$ cat src/rtl/tmon_defs.svh
// Register offsets, field positions, reset values and coding constants of the monitor
`ifndef TMON_DEFS_SVH
`define TMON_DEFS_SVH

// ----------------------------------------------------------------
// Register offsets
// ----------------------------------------------------------------
`define TMON_ADDR_REMOTE1_READING 8'h25
`define TMON_ADDR_LOCAL_READING 8'h26
`define TMON_ADDR_REMOTE2_READING 8'h27
`define TMON_ADDR_STATUS 8'h41
`define TMON_ADDR_REMOTE1_LOW 8'h4e
`define TMON_ADDR_REMOTE1_HIGH 8'h4f
`define TMON_ADDR_LOCAL_LOW 8'h50
`define TMON_ADDR_LOCAL_HIGH 8'h51
`define TMON_ADDR_REMOTE2_LOW 8'h52
`define TMON_ADDR_REMOTE2_HIGH 8'h53
`define TMON_ADDR_REMOTE1_CORR 8'h70
`define TMON_ADDR_LOCAL_CORR 8'h71
`define TMON_ADDR_REMOTE2_CORR 8'h72
`define TMON_ADDR_MASK 8'h74
`define TMON_ADDR_FRACTION 8'h77
`define TMON_ADDR_CONFIG5 8'h7c
`define TMON_ADDR_ALERT_CFG 8'h7d

// ----------------------------------------------------------------
// Field positions
// ----------------------------------------------------------------
`define TMON_CFG5_COMPAT_BIT 0
`define TMON_CFG5_HALF_STEP_BIT 1
`define TMON_ALERT_SEL_BIT 0

// ----------------------------------------------------------------
// Reset values
// ----------------------------------------------------------------
`define TMON_LOW_LIMIT_RESET 8'h81
`define TMON_HIGH_LIMIT_RESET 8'h7f
`define TMON_CORR_RESET 8'h00
`define TMON_READING_RESET 8'h00

// ----------------------------------------------------------------
// Result coding, in quarter degrees
// ----------------------------------------------------------------
`define TMON_TWOS_MIN_Q 12'shf04
`define TMON_TWOS_MAX_Q 12'sh1ff
`define TMON_BIAS_Q 12'sh100
`define TMON_EXT_MIN_Q 12'sh004
`define TMON_EXT_MAX_Q 12'sh3ff
`define TMON_FAULT_TWOS 8'h80
`define TMON_FAULT_EXT 8'h00
`define TMON_SIGN_FLIP 8'h80

`endif

$ cat src/rtl/tmon_pkg.sv
// Types shared by the temperature result and limit logic
package tmon_pkg;

    typedef logic [1:0] tmon_chan_t;

    typedef enum logic [1:0] {
        TMON_REMOTE1,
        TMON_LOCAL,
        TMON_REMOTE2,
        TMON_NONE
    } tmon_chan_e;

    typedef struct packed {
        logic [2:0][7:0] reading;
        logic [2:0][1:0] lsbs;
        logic [2:0][7:0] low_lim;
        logic [2:0][7:0] high_lim;
        logic [2:0][7:0] corr;
        logic compat;
        logic half_step;
        logic alert_sel;
        logic [2:0] status;
        logic [2:0] mask;
        logic freeze;
        logic [2:0] pending;
        logic [7:0] rdata;
    } tmon_state_s;

endpackage

$ cat src/rtl/tmon_chan_if.sv
// Signals between the register block and the per-conversion result path
`timescale 1ns/100ps
interface tmon_chan_if;
    logic signed [9:0] raw;
    logic fault;
    logic [7:0] corr;
    logic [7:0] low_lim;
    logic [7:0] high_lim;
    logic compat;
    logic half_step;
    logic [7:0] res_byte;
    logic [1:0] res_lsbs;
    logic out_of_limit;

    modport regs (
        output raw, fault, corr, low_lim, high_lim, compat, half_step,
        input res_byte, res_lsbs, out_of_limit
    );
    modport chan (
        input raw, fault, corr, low_lim, high_lim, compat, half_step,
        output res_byte, res_lsbs, out_of_limit
    );
endinterface

$ cat src/rtl/tmon_chan.sv
// Correction, result coding and limit check of one conversion
`timescale 1ns/100ps
`include "tmon_defs.svh"
module tmon_chan (
    tmon_chan_if.chan cif
);
    import tmon_pkg::*;

    logic signed [11:0] raw_q;
    logic signed [11:0] corr_q;
    logic signed [11:0] sum_q;
    logic signed [11:0] coded_q;
    logic [7:0] cmp_res;
    logic [7:0] cmp_low;
    logic [7:0] cmp_high;

    // ----------------------------------------------------------------
    // Offset add and range coding
    // ----------------------------------------------------------------
    always_comb begin
        raw_q = {{2{cif.raw[9]}}, cif.raw};
        if (cif.half_step) begin
            corr_q = {{3{cif.corr[7]}}, cif.corr, 1'b0};
        end else begin
            corr_q = {{2{cif.corr[7]}}, cif.corr, 2'b00};
        end
        sum_q = raw_q + corr_q;
        if (cif.compat) begin
            if (sum_q < `TMON_TWOS_MIN_Q) begin
                coded_q = `TMON_TWOS_MIN_Q;
            end else if (sum_q > `TMON_TWOS_MAX_Q) begin
                coded_q = `TMON_TWOS_MAX_Q;
            end else begin
                coded_q = sum_q;
            end
        end else begin
            coded_q = sum_q + `TMON_BIAS_Q;
            if (coded_q < `TMON_EXT_MIN_Q) begin
                coded_q = `TMON_EXT_MIN_Q;
            end else if (coded_q > `TMON_EXT_MAX_Q) begin
                coded_q = `TMON_EXT_MAX_Q;
            end
        end
        if (cif.fault) begin
            cif.res_byte = cif.compat ? `TMON_FAULT_TWOS : `TMON_FAULT_EXT;
            cif.res_lsbs = 2'h0;
        end else begin
            cif.res_byte = coded_q[9:2];
            cif.res_lsbs = coded_q[1:0];
        end
    end

    // ----------------------------------------------------------------
    // Window compare, signed in compatible mode
    // ----------------------------------------------------------------
    always_comb begin
        cmp_res = cif.compat ? cif.res_byte ^ `TMON_SIGN_FLIP : cif.res_byte;
        cmp_low = cif.compat ? cif.low_lim ^ `TMON_SIGN_FLIP : cif.low_lim;
        cmp_high = cif.compat ? cif.high_lim ^ `TMON_SIGN_FLIP : cif.high_lim;
        cif.out_of_limit = (cmp_res > cmp_high) || (cmp_res <= cmp_low);
    end
endmodule

$ cat src/rtl/tmon_regs.sv
// Temperature result, correction and limit registers with alert
//
// Implementation choice: strobed register access.
`timescale 1ns/100ps
`include "tmon_defs.svh"
// What this block does
// - Add the channel's signed correction byte to every conversion before storing.
// - Three correction registers, remote 1, local, remote 2, reset to zero.
// - Configuration bit 1 sets correction step to one or half degree.
// - Configuration bit 0 stores all readings as twos complement up to 127.
// - In twos complement mode, values below minus 63 clamp to minus 63.
// - Diode fault reads 0x80 in twos complement, 0x00 in offset binary.
// - Fraction register holds two LSBs per channel, resets to zero.
// - Each channel has high and low limits setting its status bit.
// - Out-of-limit drives alert pin when unmasked and pin selected as alert.
// - Low limits reset to 0x81, high limits reset to 0x7F.
// - Each reading exists as whole degrees and as quarter-degree ten bits.
// - Whole-degree readings are valid whenever read, in any order.
// - Fraction read freezes readings until all three are read, then resumes.
// - Default coding is offset binary with bias 64; 0x40 is zero.
// - High check flags above limit, low check flags at or below.
module tmon_regs (
    input wire logic clk,
    input wire logic reset,
    input wire logic [7:0] addr,
    input wire logic [7:0] wdata,
    input wire logic wr_en,
    input wire logic rd_en,
    output logic [7:0] rdata,
    input wire logic conv_valid,
    input wire tmon_pkg::tmon_chan_t conv_chan,
    input wire logic signed [9:0] conv_data,
    input wire logic conv_fault,
    output logic irq,
    output logic alert_out,
    output logic alert_oe
);
    import tmon_pkg::*;

    localparam tmon_state_s RESET_STATE = '{
        reading: {3{`TMON_READING_RESET}},
        lsbs: '0,
        low_lim: {3{`TMON_LOW_LIMIT_RESET}},
        high_lim: {3{`TMON_HIGH_LIMIT_RESET}},
        corr: {3{`TMON_CORR_RESET}},
        compat: 1'b0,
        half_step: 1'b0,
        alert_sel: 1'b0,
        status: 3'h0,
        mask: 3'h0,
        freeze: 1'b0,
        pending: 3'h0,
        rdata: 8'h00
    };

    tmon_state_s st;
    tmon_state_s next_st;
    tmon_chan_if cif();
    logic [1:0] ch;
    logic conv_hit;
    logic frac_read;
    logic freeze_eff;

    // ----------------------------------------------------------------
    // Result path for the converting channel
    // ----------------------------------------------------------------
    tmon_chan u_chan (
        .cif(cif.chan)
    );

    always_comb begin
        case (conv_chan)
            TMON_REMOTE1: ch = 2'd0;
            TMON_LOCAL: ch = 2'd1;
            TMON_REMOTE2: ch = 2'd2;
            default: ch = 2'd0;
        endcase
    end

    assign conv_hit = conv_valid && (conv_chan != TMON_NONE);
    assign frac_read = rd_en && (addr == `TMON_ADDR_FRACTION);
    // Same-cycle fraction read already blocks the update
    assign freeze_eff = st.freeze || frac_read;

    assign cif.raw = conv_data;
    // The local sensor has no diode to fail
    assign cif.fault = conv_fault && (conv_chan != TMON_LOCAL);
    assign cif.corr = st.corr[ch];
    assign cif.low_lim = st.low_lim[ch];
    assign cif.high_lim = st.high_lim[ch];
    assign cif.compat = st.compat;
    assign cif.half_step = st.half_step;

    // ----------------------------------------------------------------
    // Next state
    // ----------------------------------------------------------------
    always_comb begin
        next_st = st;
        next_st.rdata = 8'h00;

        if (rd_en) begin
            case (addr)
                `TMON_ADDR_REMOTE1_READING: begin
                    next_st.rdata = st.reading[0];
                    next_st.pending[0] = 1'b0;
                end
                `TMON_ADDR_LOCAL_READING: begin
                    next_st.rdata = st.reading[1];
                    next_st.pending[1] = 1'b0;
                end
                `TMON_ADDR_REMOTE2_READING: begin
                    next_st.rdata = st.reading[2];
                    next_st.pending[2] = 1'b0;
                end
                `TMON_ADDR_STATUS: begin
                    next_st.rdata = {5'h00, st.status};
                    next_st.status = 3'h0;
                end
                `TMON_ADDR_REMOTE1_LOW: next_st.rdata = st.low_lim[0];
                `TMON_ADDR_REMOTE1_HIGH: next_st.rdata = st.high_lim[0];
                `TMON_ADDR_LOCAL_LOW: next_st.rdata = st.low_lim[1];
                `TMON_ADDR_LOCAL_HIGH: next_st.rdata = st.high_lim[1];
                `TMON_ADDR_REMOTE2_LOW: next_st.rdata = st.low_lim[2];
                `TMON_ADDR_REMOTE2_HIGH: next_st.rdata = st.high_lim[2];
                `TMON_ADDR_REMOTE1_CORR: next_st.rdata = st.corr[0];
                `TMON_ADDR_LOCAL_CORR: next_st.rdata = st.corr[1];
                `TMON_ADDR_REMOTE2_CORR: next_st.rdata = st.corr[2];
                `TMON_ADDR_MASK: next_st.rdata = {5'h00, st.mask};
                `TMON_ADDR_FRACTION: begin
                    next_st.rdata = {st.lsbs[2], st.lsbs[1], st.lsbs[0], 2'b00};
                    next_st.freeze = 1'b1;
                    next_st.pending = 3'h7;
                end
                `TMON_ADDR_CONFIG5: begin
                    next_st.rdata = {6'h00, st.half_step, st.compat};
                end
                `TMON_ADDR_ALERT_CFG: next_st.rdata = {7'h00, st.alert_sel};
                default: next_st.rdata = 8'h00;
            endcase
            // Last outstanding reading read ends the freeze
            if (st.freeze && !frac_read && (next_st.pending == 3'h0)) begin
                next_st.freeze = 1'b0;
            end
        end

        if (wr_en) begin
            case (addr)
                `TMON_ADDR_REMOTE1_LOW: next_st.low_lim[0] = wdata;
                `TMON_ADDR_REMOTE1_HIGH: next_st.high_lim[0] = wdata;
                `TMON_ADDR_LOCAL_LOW: next_st.low_lim[1] = wdata;
                `TMON_ADDR_LOCAL_HIGH: next_st.high_lim[1] = wdata;
                `TMON_ADDR_REMOTE2_LOW: next_st.low_lim[2] = wdata;
                `TMON_ADDR_REMOTE2_HIGH: next_st.high_lim[2] = wdata;
                `TMON_ADDR_REMOTE1_CORR: next_st.corr[0] = wdata;
                `TMON_ADDR_LOCAL_CORR: next_st.corr[1] = wdata;
                `TMON_ADDR_REMOTE2_CORR: next_st.corr[2] = wdata;
                `TMON_ADDR_MASK: next_st.mask = wdata[2:0];
                `TMON_ADDR_CONFIG5: begin
                    next_st.compat = wdata[`TMON_CFG5_COMPAT_BIT];
                    next_st.half_step = wdata[`TMON_CFG5_HALF_STEP_BIT];
                end
                `TMON_ADDR_ALERT_CFG: next_st.alert_sel = wdata[`TMON_ALERT_SEL_BIT];
                default: next_st.alert_sel = st.alert_sel;
            endcase
        end

        // Conversion after the read so a new event beats the clear
        if (conv_hit) begin
            if (!freeze_eff) begin
                next_st.reading[ch] = cif.res_byte;
                next_st.lsbs[ch] = cif.res_lsbs;
            end
            if (cif.out_of_limit) begin
                next_st.status[ch] = 1'b1;
            end
        end
    end

    always_ff @(posedge clk or posedge reset) begin
        if (reset) begin
            st <= RESET_STATE;
        end else begin
            st <= next_st;
        end
    end

    // ----------------------------------------------------------------
    // Outputs
    // ----------------------------------------------------------------
    assign rdata = st.rdata;
    assign irq = |(st.status & ~st.mask);
    assign alert_out = 1'b0;
    assign alert_oe = irq && st.alert_sel;
endmodule

$ cat config.mk
export PLATFORM = sky130hd
export DESIGN_NAME = tmon_regs
export DESIGN_NICKNAME = d
export VERILOG_FILES = /design/src/rtl/tmon_pkg.sv /design/src/rtl/tmon_chan_if.sv /design/src/rtl/tmon_chan.sv /design/src/rtl/tmon_regs.sv
export VERILOG_INCLUDE_DIRS = /design/src /design/src/rtl
export SDC_FILE = /design/constraint.sdc
export NUM_CORES = 1
export LEC_CHECK = 0
export BUFFER_PORTS_ARGS = -buffer_cell sky130_fd_sc_hd__buf_2
export CORE_ASPECT_RATIO = 1.5
export CORE_UTILIZATION = 45
export DETAILED_ROUTE_END_ITERATION = 10
export SLEW_MARGIN = 20
export SYNTH_ARGS = -nofsm -noshare
export SYNTH_HDL_FRONTEND = slang
export SYNTH_SLANG_ARGS = --single-unit
$ cat constraint.sdc
create_clock -name clk -period 4.8 [get_ports clk]
set_input_delay 0.96 -clock clk [delete_from_list [all_inputs] [get_ports clk]]
set_output_delay 0.96 -clock clk [all_outputs]
set_load 0.1 [all_outputs]
Word-level counts from Yosys, hierarchy flattened
Index checks and enable logic that the tools add are counted.
{"block": "word_totals", "in_bits": 34, "elab_cells": 129, "out_inout_bits": 11, "reg_bits": 123}
{"block": "op_classes", "bitwise": 7, "muxes": 41, "reduce_logical": 27, "n_eq_ne": 21, "order_cmp": 8, "addsub": 2}
{"op": "$pmux W8 S17", "count": 1}
{"op": "$eq A8 B7 Y1 const B", "count": 14}
{"op": "$mux W8", "count": 10}
{"op": "$mux W10", "count": 5}
{"op": "$bmux W8 S2", "count": 3}
{"op": "$reduce_and A2 Y1", "count": 14}
{"op": "$bwmux W24", "count": 1}
{"op": "$eq A8 B6 Y1 const B", "count": 3}
{"op": "$demux W8 S2", "count": 1}
{"op": "$add A11 B10 Y12 const B", "count": 1}
{"op": "$gt A12 B11 Y1 const B", "count": 1}
{"op": "$lt A12 B4 Y1 const B", "count": 1}
{"op": "$mux W3", "count": 4}
{"op": "$add A10 B10 Y11", "count": 1}
{"op": "$gt A11 B10 Y1 const B", "count": 1}
{"op": "$lt A11 B9 Y1 const B", "count": 1}
{"op": "$mux W9", "count": 1}
{"op": "$gt A8 B8 Y1", "count": 1}
{"op": "$le A8 B8 Y1", "count": 1}
{"op": "$logic_and A1 B1 Y1", "count": 7}
{"op": "$bwmux W6", "count": 1}
{"op": "$mux W1", "count": 6}
{"op": "$pmux W1 S2", "count": 3}
{"op": "$demux W2 S2", "count": 1}
{"op": "other kinds (18)", "count": 23}

Logic depth before layout (Yosys ltp)
Gate-level depths: netlist (run 1).
{"block": "logic_depth", "ltp_word": 18, "ltp_mapped": 30}

By module
From an unflattened synthesis (run 1), not the netlist that was laid out.
{"block": "hier_totals", "cells_unflattened": 744, "hier_area_um2": 8220.4}
{"mod": "tmon_regs", "area_each_um2": 6741.5, "cells_each": 554, "instances": 1, "seq_area_each_um2": 3111.7}
{"mod": "tmon_chan", "area_each_um2": 1478.9, "cells_each": 190, "instances": 1, "seq_area_each_um2": 0.0}

Worst setup path after synthesis (run 1)
Ideal clock, no wire load.
{"block": "synth_timing", "kind": "input -> register", "from": "input conv_chan[0]", "to": "register st[16] (netlist name)", "setup_ns": 0.121, "slack_ns": -1.462, "required_ns": 4.679, "arrival_ns": 6.141, "n_path_buf": 3, "path_stages": 25, "path_cell_list": "inv_1 -> ha_1 -> buf_1 -> clkbuf_1 -> o21ai_0 -> mux2_2 -> ha_1 -> buf_2 -> a21o_1 -> a22o_1 -> a31oi_2 -> nand2_4 -> ha_1 -> a21oi_2 -> a31oi_1 -> nor2b_1 -> o32ai_1 -> ha_1 -> a21o_1 -> o32ai_1 -> a21oi_1 -> or3b_2 -> o2bb2ai_1 -> a21oi_1 -> a22o_1"}
{"element": "start, declared", "line_no": "tmon_regs.sv:31", "rtl": "input wire tmon_pkg::tmon_chan_t conv_chan,"}
{"element": "end signal, assigned", "line_no": "tmon_regs.sv:183", "rtl": "st <= next_st;"}
{"element": "end, declared", "line_no": "tmon_regs.sv:56", "rtl": "tmon_state_s st;"}

==> results of run 1 <==
metal layers:
layer  track usage [%]  part of all wire [%]  up-vias
li1                  -                     -     3089
met1              33.0                    37     3350
met2              54.1                    53      284
met3              4.41                   4.2       74
met4              15.4                   5.0        0
met5                 0                     0        -
kinds of logic (layout without fill, tap and decap cells):
kind of cell / Yosys count / after routing / synth area share, %
flops: 123 / 123 / 40.6
simple gates: 216 / 216 / 14.1
fa+ha+maj: 33 / 33 / 5.49
xor+xnor: 7 / 7 / 1.14
buf+inv: 55 / 224 / 3.20
compound gates: 194 / 194 / 17.7
other cells: 1 / 1 / 0.0490
mux: 123 / 123 / 17.7
final cells by class:
type,instances,share of cell area (%)
clock inverter,15,1.95
clock buffer,17,4.26
inverter,20,0.939
multi-input combinational,574,46.9
timing repair buffer,172,12.2
sequential,123,31.1
tap,210,2.63
sequential cells by signal, summed over array words and instances (netlist names):
name,cells
st,113
rdata,8
cif.compat,1
cif.half_step,1
cells in the mapped netlist (5+ instances only):
cell | count | share of area (%)
buf_4 | 9 | 0.88
nand3_1 | 6 | 0.39
a22oi_1 | 13 | 1.3
dfstp_2 | 27 | 9.3
a21oi_1 | 49 | 3.2
nor2b_1 | 13 | 1.1
and2_1 | 5 | 0.41
mux2i_1 | 39 | 5.1
nor2_1 | 55 | 2.7
a31oi_1 | 9 | 0.74
dfrtp_1 | 96 | 31
nand3b_1 | 5 | 0.49
mux2_2 | 82 | 12
a22o_1 | 9 | 1.0
nand2_1 | 82 | 4.0
ha_1 | 32 | 5.2
nand2b_1 | 8 | 0.65
o21ai_0 | 46 | 3.0
a221oi_1 | 13 | 1.5
nand4_1 | 7 | 0.57
inv_1 | 20 | 0.98
clkbuf_1 | 18 | 0.88
nor3_1 | 6 | 0.39
how the worst max path moves through the flow:
stage,start,to,slack (ps),cells past startpoint
after floorplan,conv_chan[0],st[16],-900,30
after global placement,conv_chan[1],st[17],-1400,26
after detailed placement,conv_chan[1],st[15],-1530,27
after CTS,conv_chan[0],st[16],-680,27
after global routing,conv_chan[0],st[16],-980,29
final,conv_chan[0],st[17],-770,30
metrics by stage:
stage | TNS, ps | area (µm²)
2_1_floorplan | -2700 | 7860
3_3_place_gp | -4480 | 8950
3_5_place_dp | -6230 | 8950
4_1_cts | -2040 | 9910
5_1_grt | -2930 | 10000
6_report | -2280 | 10000
power by group through the flow:
stage / clock [mW] / combinational [mW] / sequential, mW
2_1_floorplan: 0 / 0.497 / 1.20
3_3_place_gp: 0 / 0.775 / 1.23
3_5_place_dp: 0 / 0.799 / 1.23
4_1_cts: 1.36 / 0.870 / 1.22
5_1_grt: 1.42 / 0.977 / 1.23
6_report: 1.36 / 0.904 / 1.22
what timing repair did:
action,CTS,global route
resized for setup,44,15
endpoints found under the setup margin,3,3
hold buffers,0,0
buffers inserted,19,3
cloned,0,0
pin swaps,30,21
worst min-delay path, stage by stage, from the launching register on:
cell and delay, ps:
dfrtp_1 340, nand2_1 50, nand2_1 60
==> impl_metrics.py, run 1 <==
metrics = {
    "run_status": {
        "outcome": "complete, but fails checks",
        "violations": "design-rule violations, negative setup slack",
    },
    "layout": {
        "n_antenna_cell": 0,
        "areaGrowthSynthToFinish_pct": 30.5,
        "fin_cells": 1131,
        "layout_commonest_cell": "buf_4",
        "drive_gt1_share_pct": 43.3,
        "final_core_util_pct": 59.9,
        "n_fill_cell": 1446,
        "final_cell_mix": "buf_4 (126), dfrtp_1 (96), nand2_1 (81), mux2_2 (81), nor2_1 (51)",
        "multi_input_area_um2": 4690,
        "nets": 975,
        "seqCellArea_um2": 3110,
    },
    "route": {
        "drcViolationCount": 1,
        "viasPerCell": 6.01,
        "drt_iter0_markers": 394,
        "drt_wl_total_mm": 25.2,
        "dr.pass1.iters": 8,
        "dr_total_vias": 6797,
        "avgRoutedWirePerCell_um": 22.2,
        "ant_nets": 0,
    },
    "timing": {
        "fin_skew_ps": 12.7,
        "setup_violations": 3,
        "relSlewSlack_pct": 41.8,
        "finalHoldViolations": 0,
        "finalMaxSlewViolations": 0,
        "layout_setup_ws_ps": -770,
        "timing.final.crit_share_pct": 116,
        "whs_ps": 481,
        "rsz0062_at_grt": "true",
        "max_freq_mhz": 180,
        "post-route-min-period_ps": 5570,
        "worst_pin_slew_ps": 868,
    },
    "clock_network": {
        "numClockSinks": 123,
        "cts_buffers": 17,
        "path_clk_slew_ps": 70,
        "root_buffer": "clkbuf_16",
        "ctsHtreeMaxLevel": 4,
        "cts_buffer_depth": 2,
        "cts_tree": "done",
        "insertion_delay_ps": 420,
    },
    "power_and_ir_drop": {
        "worst_ir_drop_vdd_mv": 0.246,
        "switching_share_pct": 31.8,
        "p_per_area_nw_per_um2": 348,
        "internal_power_mw": 2.37,
        "power.total_mw": 3.48,
        "p_clk_share_pct": 39.0,
        "p_switching_mw": 1.11,
        "pwr-share-seq_pct": 35.0,
        "p_leak_nw": 4.51,
        "power_frac_comb_pct": 26.0,
    },
    "synthesis": {
        "synth-edff-count": 0,
        "async_reset_ff_share_pct": 100,
        "ys_warn_count": 0,
        "synthFlopType": "dfrtp_1",
        "syn_avg_cell_area_um2": 10.2,
        "synth_cells": 752,
        "synth_cell_types": 83,
        "ys_seq_area_share_pct": 40.6,
        "syn_area_um2": 7660,
        "synth_seq_cells": 123,
        "syn_nets": 819,
    },
    "hold_path": {
        "holdPathStages": 2,
        "whs_endpoint": "st[10]",
        "min_path_type": "reg2reg",
        "hp-start": "st[10]",
    },
    "floorplanning": {
        "die-area_um2": 17600,
        "placementRows": 58,
        "start_util_pct": 45.9,
        "fp.dieW_um": 109,
        "die_h_um": 162,
        "coreArea_um2": 16700,
        "io-pin-count": 45,
    },
    "placement": {
        "gp_congestion": 0.934,
        "dp_cells": 1077,
        "place_hpwl_mm": 19.3,
        "dp_slack_ps": -1530,
        "place.port_buffers": 43,
    },
    "worst_setup_path": {
        "crit_family": "compound AO/OA/AOI/OAI gates",
        "r2r_start": "st[37]",
        "timing.critical_path.buf_inv": 6,
        "crit_path_end_kind": "register",
        "crit_required_ps": 5110,
        "cp_slowest_stage_delay_ps": 460,
        "crit_slowest_cell": "fa_2",
        "start_kind": "primary input",
        "path_max_fanout": 6,
        "reg2reg_depth": 25,
        "path_class": "in2reg",
        "reg2reg_to": "st[17]",
        "critPathArrivalTime_ps": 5880,
        "ff2ff_setup_slack_ps": -200,
    },
    "global_route": {
        "antenna_found_initial": 0,
        "grt_pass1_wl_mm": 39.0,
        "grt_max_degree": 44,
        "grt_pass1_vias": 7126,
        "grt-ovfl-total": 0,
        "grt.total_usage_pct": 29.8,
    },
    "job": {
        "drv_cap": 0,
    },
}
No activity file was read; power rests on OpenSTA's default activity.
==> inputs of run 2 (changes only) <==
==> constraint.sdc (replaced) <==
create_clock -name clk -period 4.8 [get_ports clk]
set_input_delay 0 -clock clk [delete_from_list [all_inputs] [get_ports clk]]
set_output_delay 0 -clock clk [all_outputs]
set_load 0.1 [all_outputs]
==> impl_metrics.py, run 2 (synthesis gave the netlist of run 1 again) <==
metrics = {
    "floorplanning": {
        "die-area_um2": 17600,
        "io-pin-count": 45,
        "fp.dieW_um": 109,
        "die_h_um": 162,
        "start_util_pct": 45.9,
        "coreArea_um2": 16700,
        "placementRows": 58,
    },
    "power_and_ir_drop": {
        "p_clk_share_pct": 40.9,
        "pwr-share-seq_pct": 33.7,
        "p_switching_mw": 1.05,
        "power.total_mw": 3.62,
        "switching_share_pct": 28.9,
        "p_per_area_nw_per_um2": 361,
        "internal_power_mw": 2.58,
        "p_leak_nw": 4.51,
        "power_frac_comb_pct": 25.4,
        "worst_ir_drop_vdd_mv": 0.301,
    },
    "clock_network": {
        "cts_buffers": 17,
        "path_clk_slew_ps": 60,
        "root_buffer": "clkbuf_16",
        "numClockSinks": 123,
        "cts_buffer_depth": 2,
        "ctsHtreeMaxLevel": 4,
        "cts_tree": "done",
        "insertion_delay_ps": 430,
    },
    "global_route": {
        "grt_max_degree": 74,
        "antenna_found_initial": 0,
        "grt.total_usage_pct": 30.4,
        "grt_pass1_vias": 7162,
        "grt-ovfl-total": 0,
        "grt_pass1_wl_mm": 39.7,
    },
    "route": {
        "ant_nets": 0,
        "drcViolationCount": 2,
        "drt_wl_total_mm": 25.0,
        "drt_iter0_markers": 441,
        "viasPerCell": 5.97,
        "dr_total_vias": 6796,
        "avgRoutedWirePerCell_um": 22.0,
        "dr.pass1.iters": 10,
    },
    "timing": {
        "post-route-min-period_ps": 5020,
        "setup_violations": 3,
        "timing.final.crit_share_pct": 105,
        "layout_setup_ws_ps": -221,
        "finalMaxSlewViolations": 0,
        "whs_ps": 14.4,
        "fin_setup_tns_ps": -593,
        "relSlewSlack_pct": 26.9,
        "worst_pin_slew_ps": 1090,
        "rsz0062_at_grt": "true",
        "finalHoldViolations": 0,
        "max_freq_mhz": 199,
        "fin_skew_ps": 7.60,
    },
    "placement": {
        "place.port_buffers": 43,
        "dp_slack_ps": -743,
        "gp_congestion": 1.02,
        "place_hpwl_mm": 19.1,
        "dp_cells": 1080,
    },
    "worst_setup_path": {
        "start_kind": "register",
        "crit_start": "st[38]",
        "r2r_start": "st[38]",
        "path_class": "reg2reg",
        "critPathArrivalTime_ps": 5320,
        "crit_path_end_kind": "register",
        "reg2reg_to": "st[16]",
        "ff2ff_setup_slack_ps": -220,
        "crit_path_end": "st[16]",
        "reg2reg_depth": 26,
        "crit_required_ps": 5100,
        "path_max_fanout": 4,
    },
    "layout": {
        "areaGrowthSynthToFinish_pct": 30.9,
        "largest_register": "st",
        "layout_commonest_cell": "buf_4",
        "fin_cells": 1138,
        "drive_gt1_share_pct": 42.0,
        "n_antenna_cell": 0,
        "largest_register_ffs": 113,
        "final_cell_mix": "buf_4 (123), dfrtp_1 (95), nand2_1 (81), mux2_2 (81), nor2_1 (50)",
        "nets": 982,
    },
    "hold_path": {
        "min_path_type": "in2reg",
    },
    "run_status": {
        "violations": "design-rule violations, negative setup slack",
        "outcome": "complete, but fails checks",
    },
    "job": {
        "drv_cap": 0,
    },
}
==> run 2: cell types whose count changed in the layout (fill, tap and decap cells not counted), moves of 3 or more <==
| cell | before | now |
|---|---|---|
| ha_1 | 24 | 27 |
| a21oi_2 | 9 | 5 |
| inv_6 | 4 | 1 |
| ha_4 | 7 | 4 |
| dlygate4sd3_1 | 0 | 9 |
| buf_4 | 126 | 123 |
| bufinv_16 | 2 | 6 |
| nor2_2 | 6 | 9 |
| inv_8 | 6 | 0 |
==> run 2: final cells by class <==
cell class,count,area [µm²]
Sequential cell,123,3110
Timing Repair Buffer,179,1270
Clock buffer,18,439
Multi-Input combinational cell,574,4620
Tap cell,210,263
Clock inverter,14,243
Inverter,20,77.6
Fill cell,1409,6660
==> run 2: routing by layer <==
layer / track usage [%] / vias up / wire length (µm)
li1: - / 3092 / -
met1: 33.2 / 3362 / 9300
met2: 54.2 / 259 / 13200
met3: 4.65 / 83 / 1160
met4: 18.2 / 0 / 1410
met5: 0 / - / 0
==> run 2: through the flow <==
step | instance area, µm² | util, %
6_report | 10000 | 60.1
5_1_grt | 10000 | 60.1
4_1_cts | 9970 | 59.7
3_5_place_dp | 8860 | 53.1
3_3_place_gp | 8860 | 53.1
2_1_floorplan | 7750 | -
==> run 2: worst min path at each step <==
stage	start	to	slack, ps	cells after the start
5_1_grt	addr[3]	st[18]	20	3
2_1_floorplan	wdata[7]	st[52]	150	1
3_3_place_gp	reset	rdata[2]	230	2
6_report	addr[3]	st[18]	10	3
3_5_place_dp	reset	st[12]	260	2
4_1_cts	addr[3]	st[18]	3	3
==> run 2: power by group through the flow <==
stage | registers [mW] | clock network (mW) | logic [mW]
floorplan | 1.20 | 0 | 0.475
global placement | 1.23 | 0 | 0.762
detailed placement | 1.23 | 0 | 0.784
CTS | 1.22 | 1.49 | 0.893
global route | 1.23 | 1.53 | 0.994
finish | 1.22 | 1.48 | 0.921
==> run 2: timing repair <==
action | 4_1_cts | 5_1_grt
buffers inserted | 17 | 1
hold buffers | 9 | 0
setup endpoints to repair | 3 | 3
resized for setup | 47 | 11
hold endpoints to repair | 119 | 0
pin swaps | 34 | 18
==> run 2: worst max-delay path, stage by stage, from the launching register on <==
cell and delay, ps:
dfrtp_1 400, mux2i_1 190, nor2_1 90, a21oi_2 150
nand2_1 90, o21a_1 140, buf_4 130, ha_1 280
a211oi_2 80, o31a_4 320, a31oi_4 230, nand2_4 90
ha_4 180, a21oi_4 160, buf_4 140, a21oi_1 60
o31a_1 140, o32ai_2 330, ha_1 310, a21o_1 200
o32ai_2 200, a21oi_1 90, mux2_4 300, a31oi_4 170
o2bb2ai_4 130, a21oi_2 80, a22o_1 220
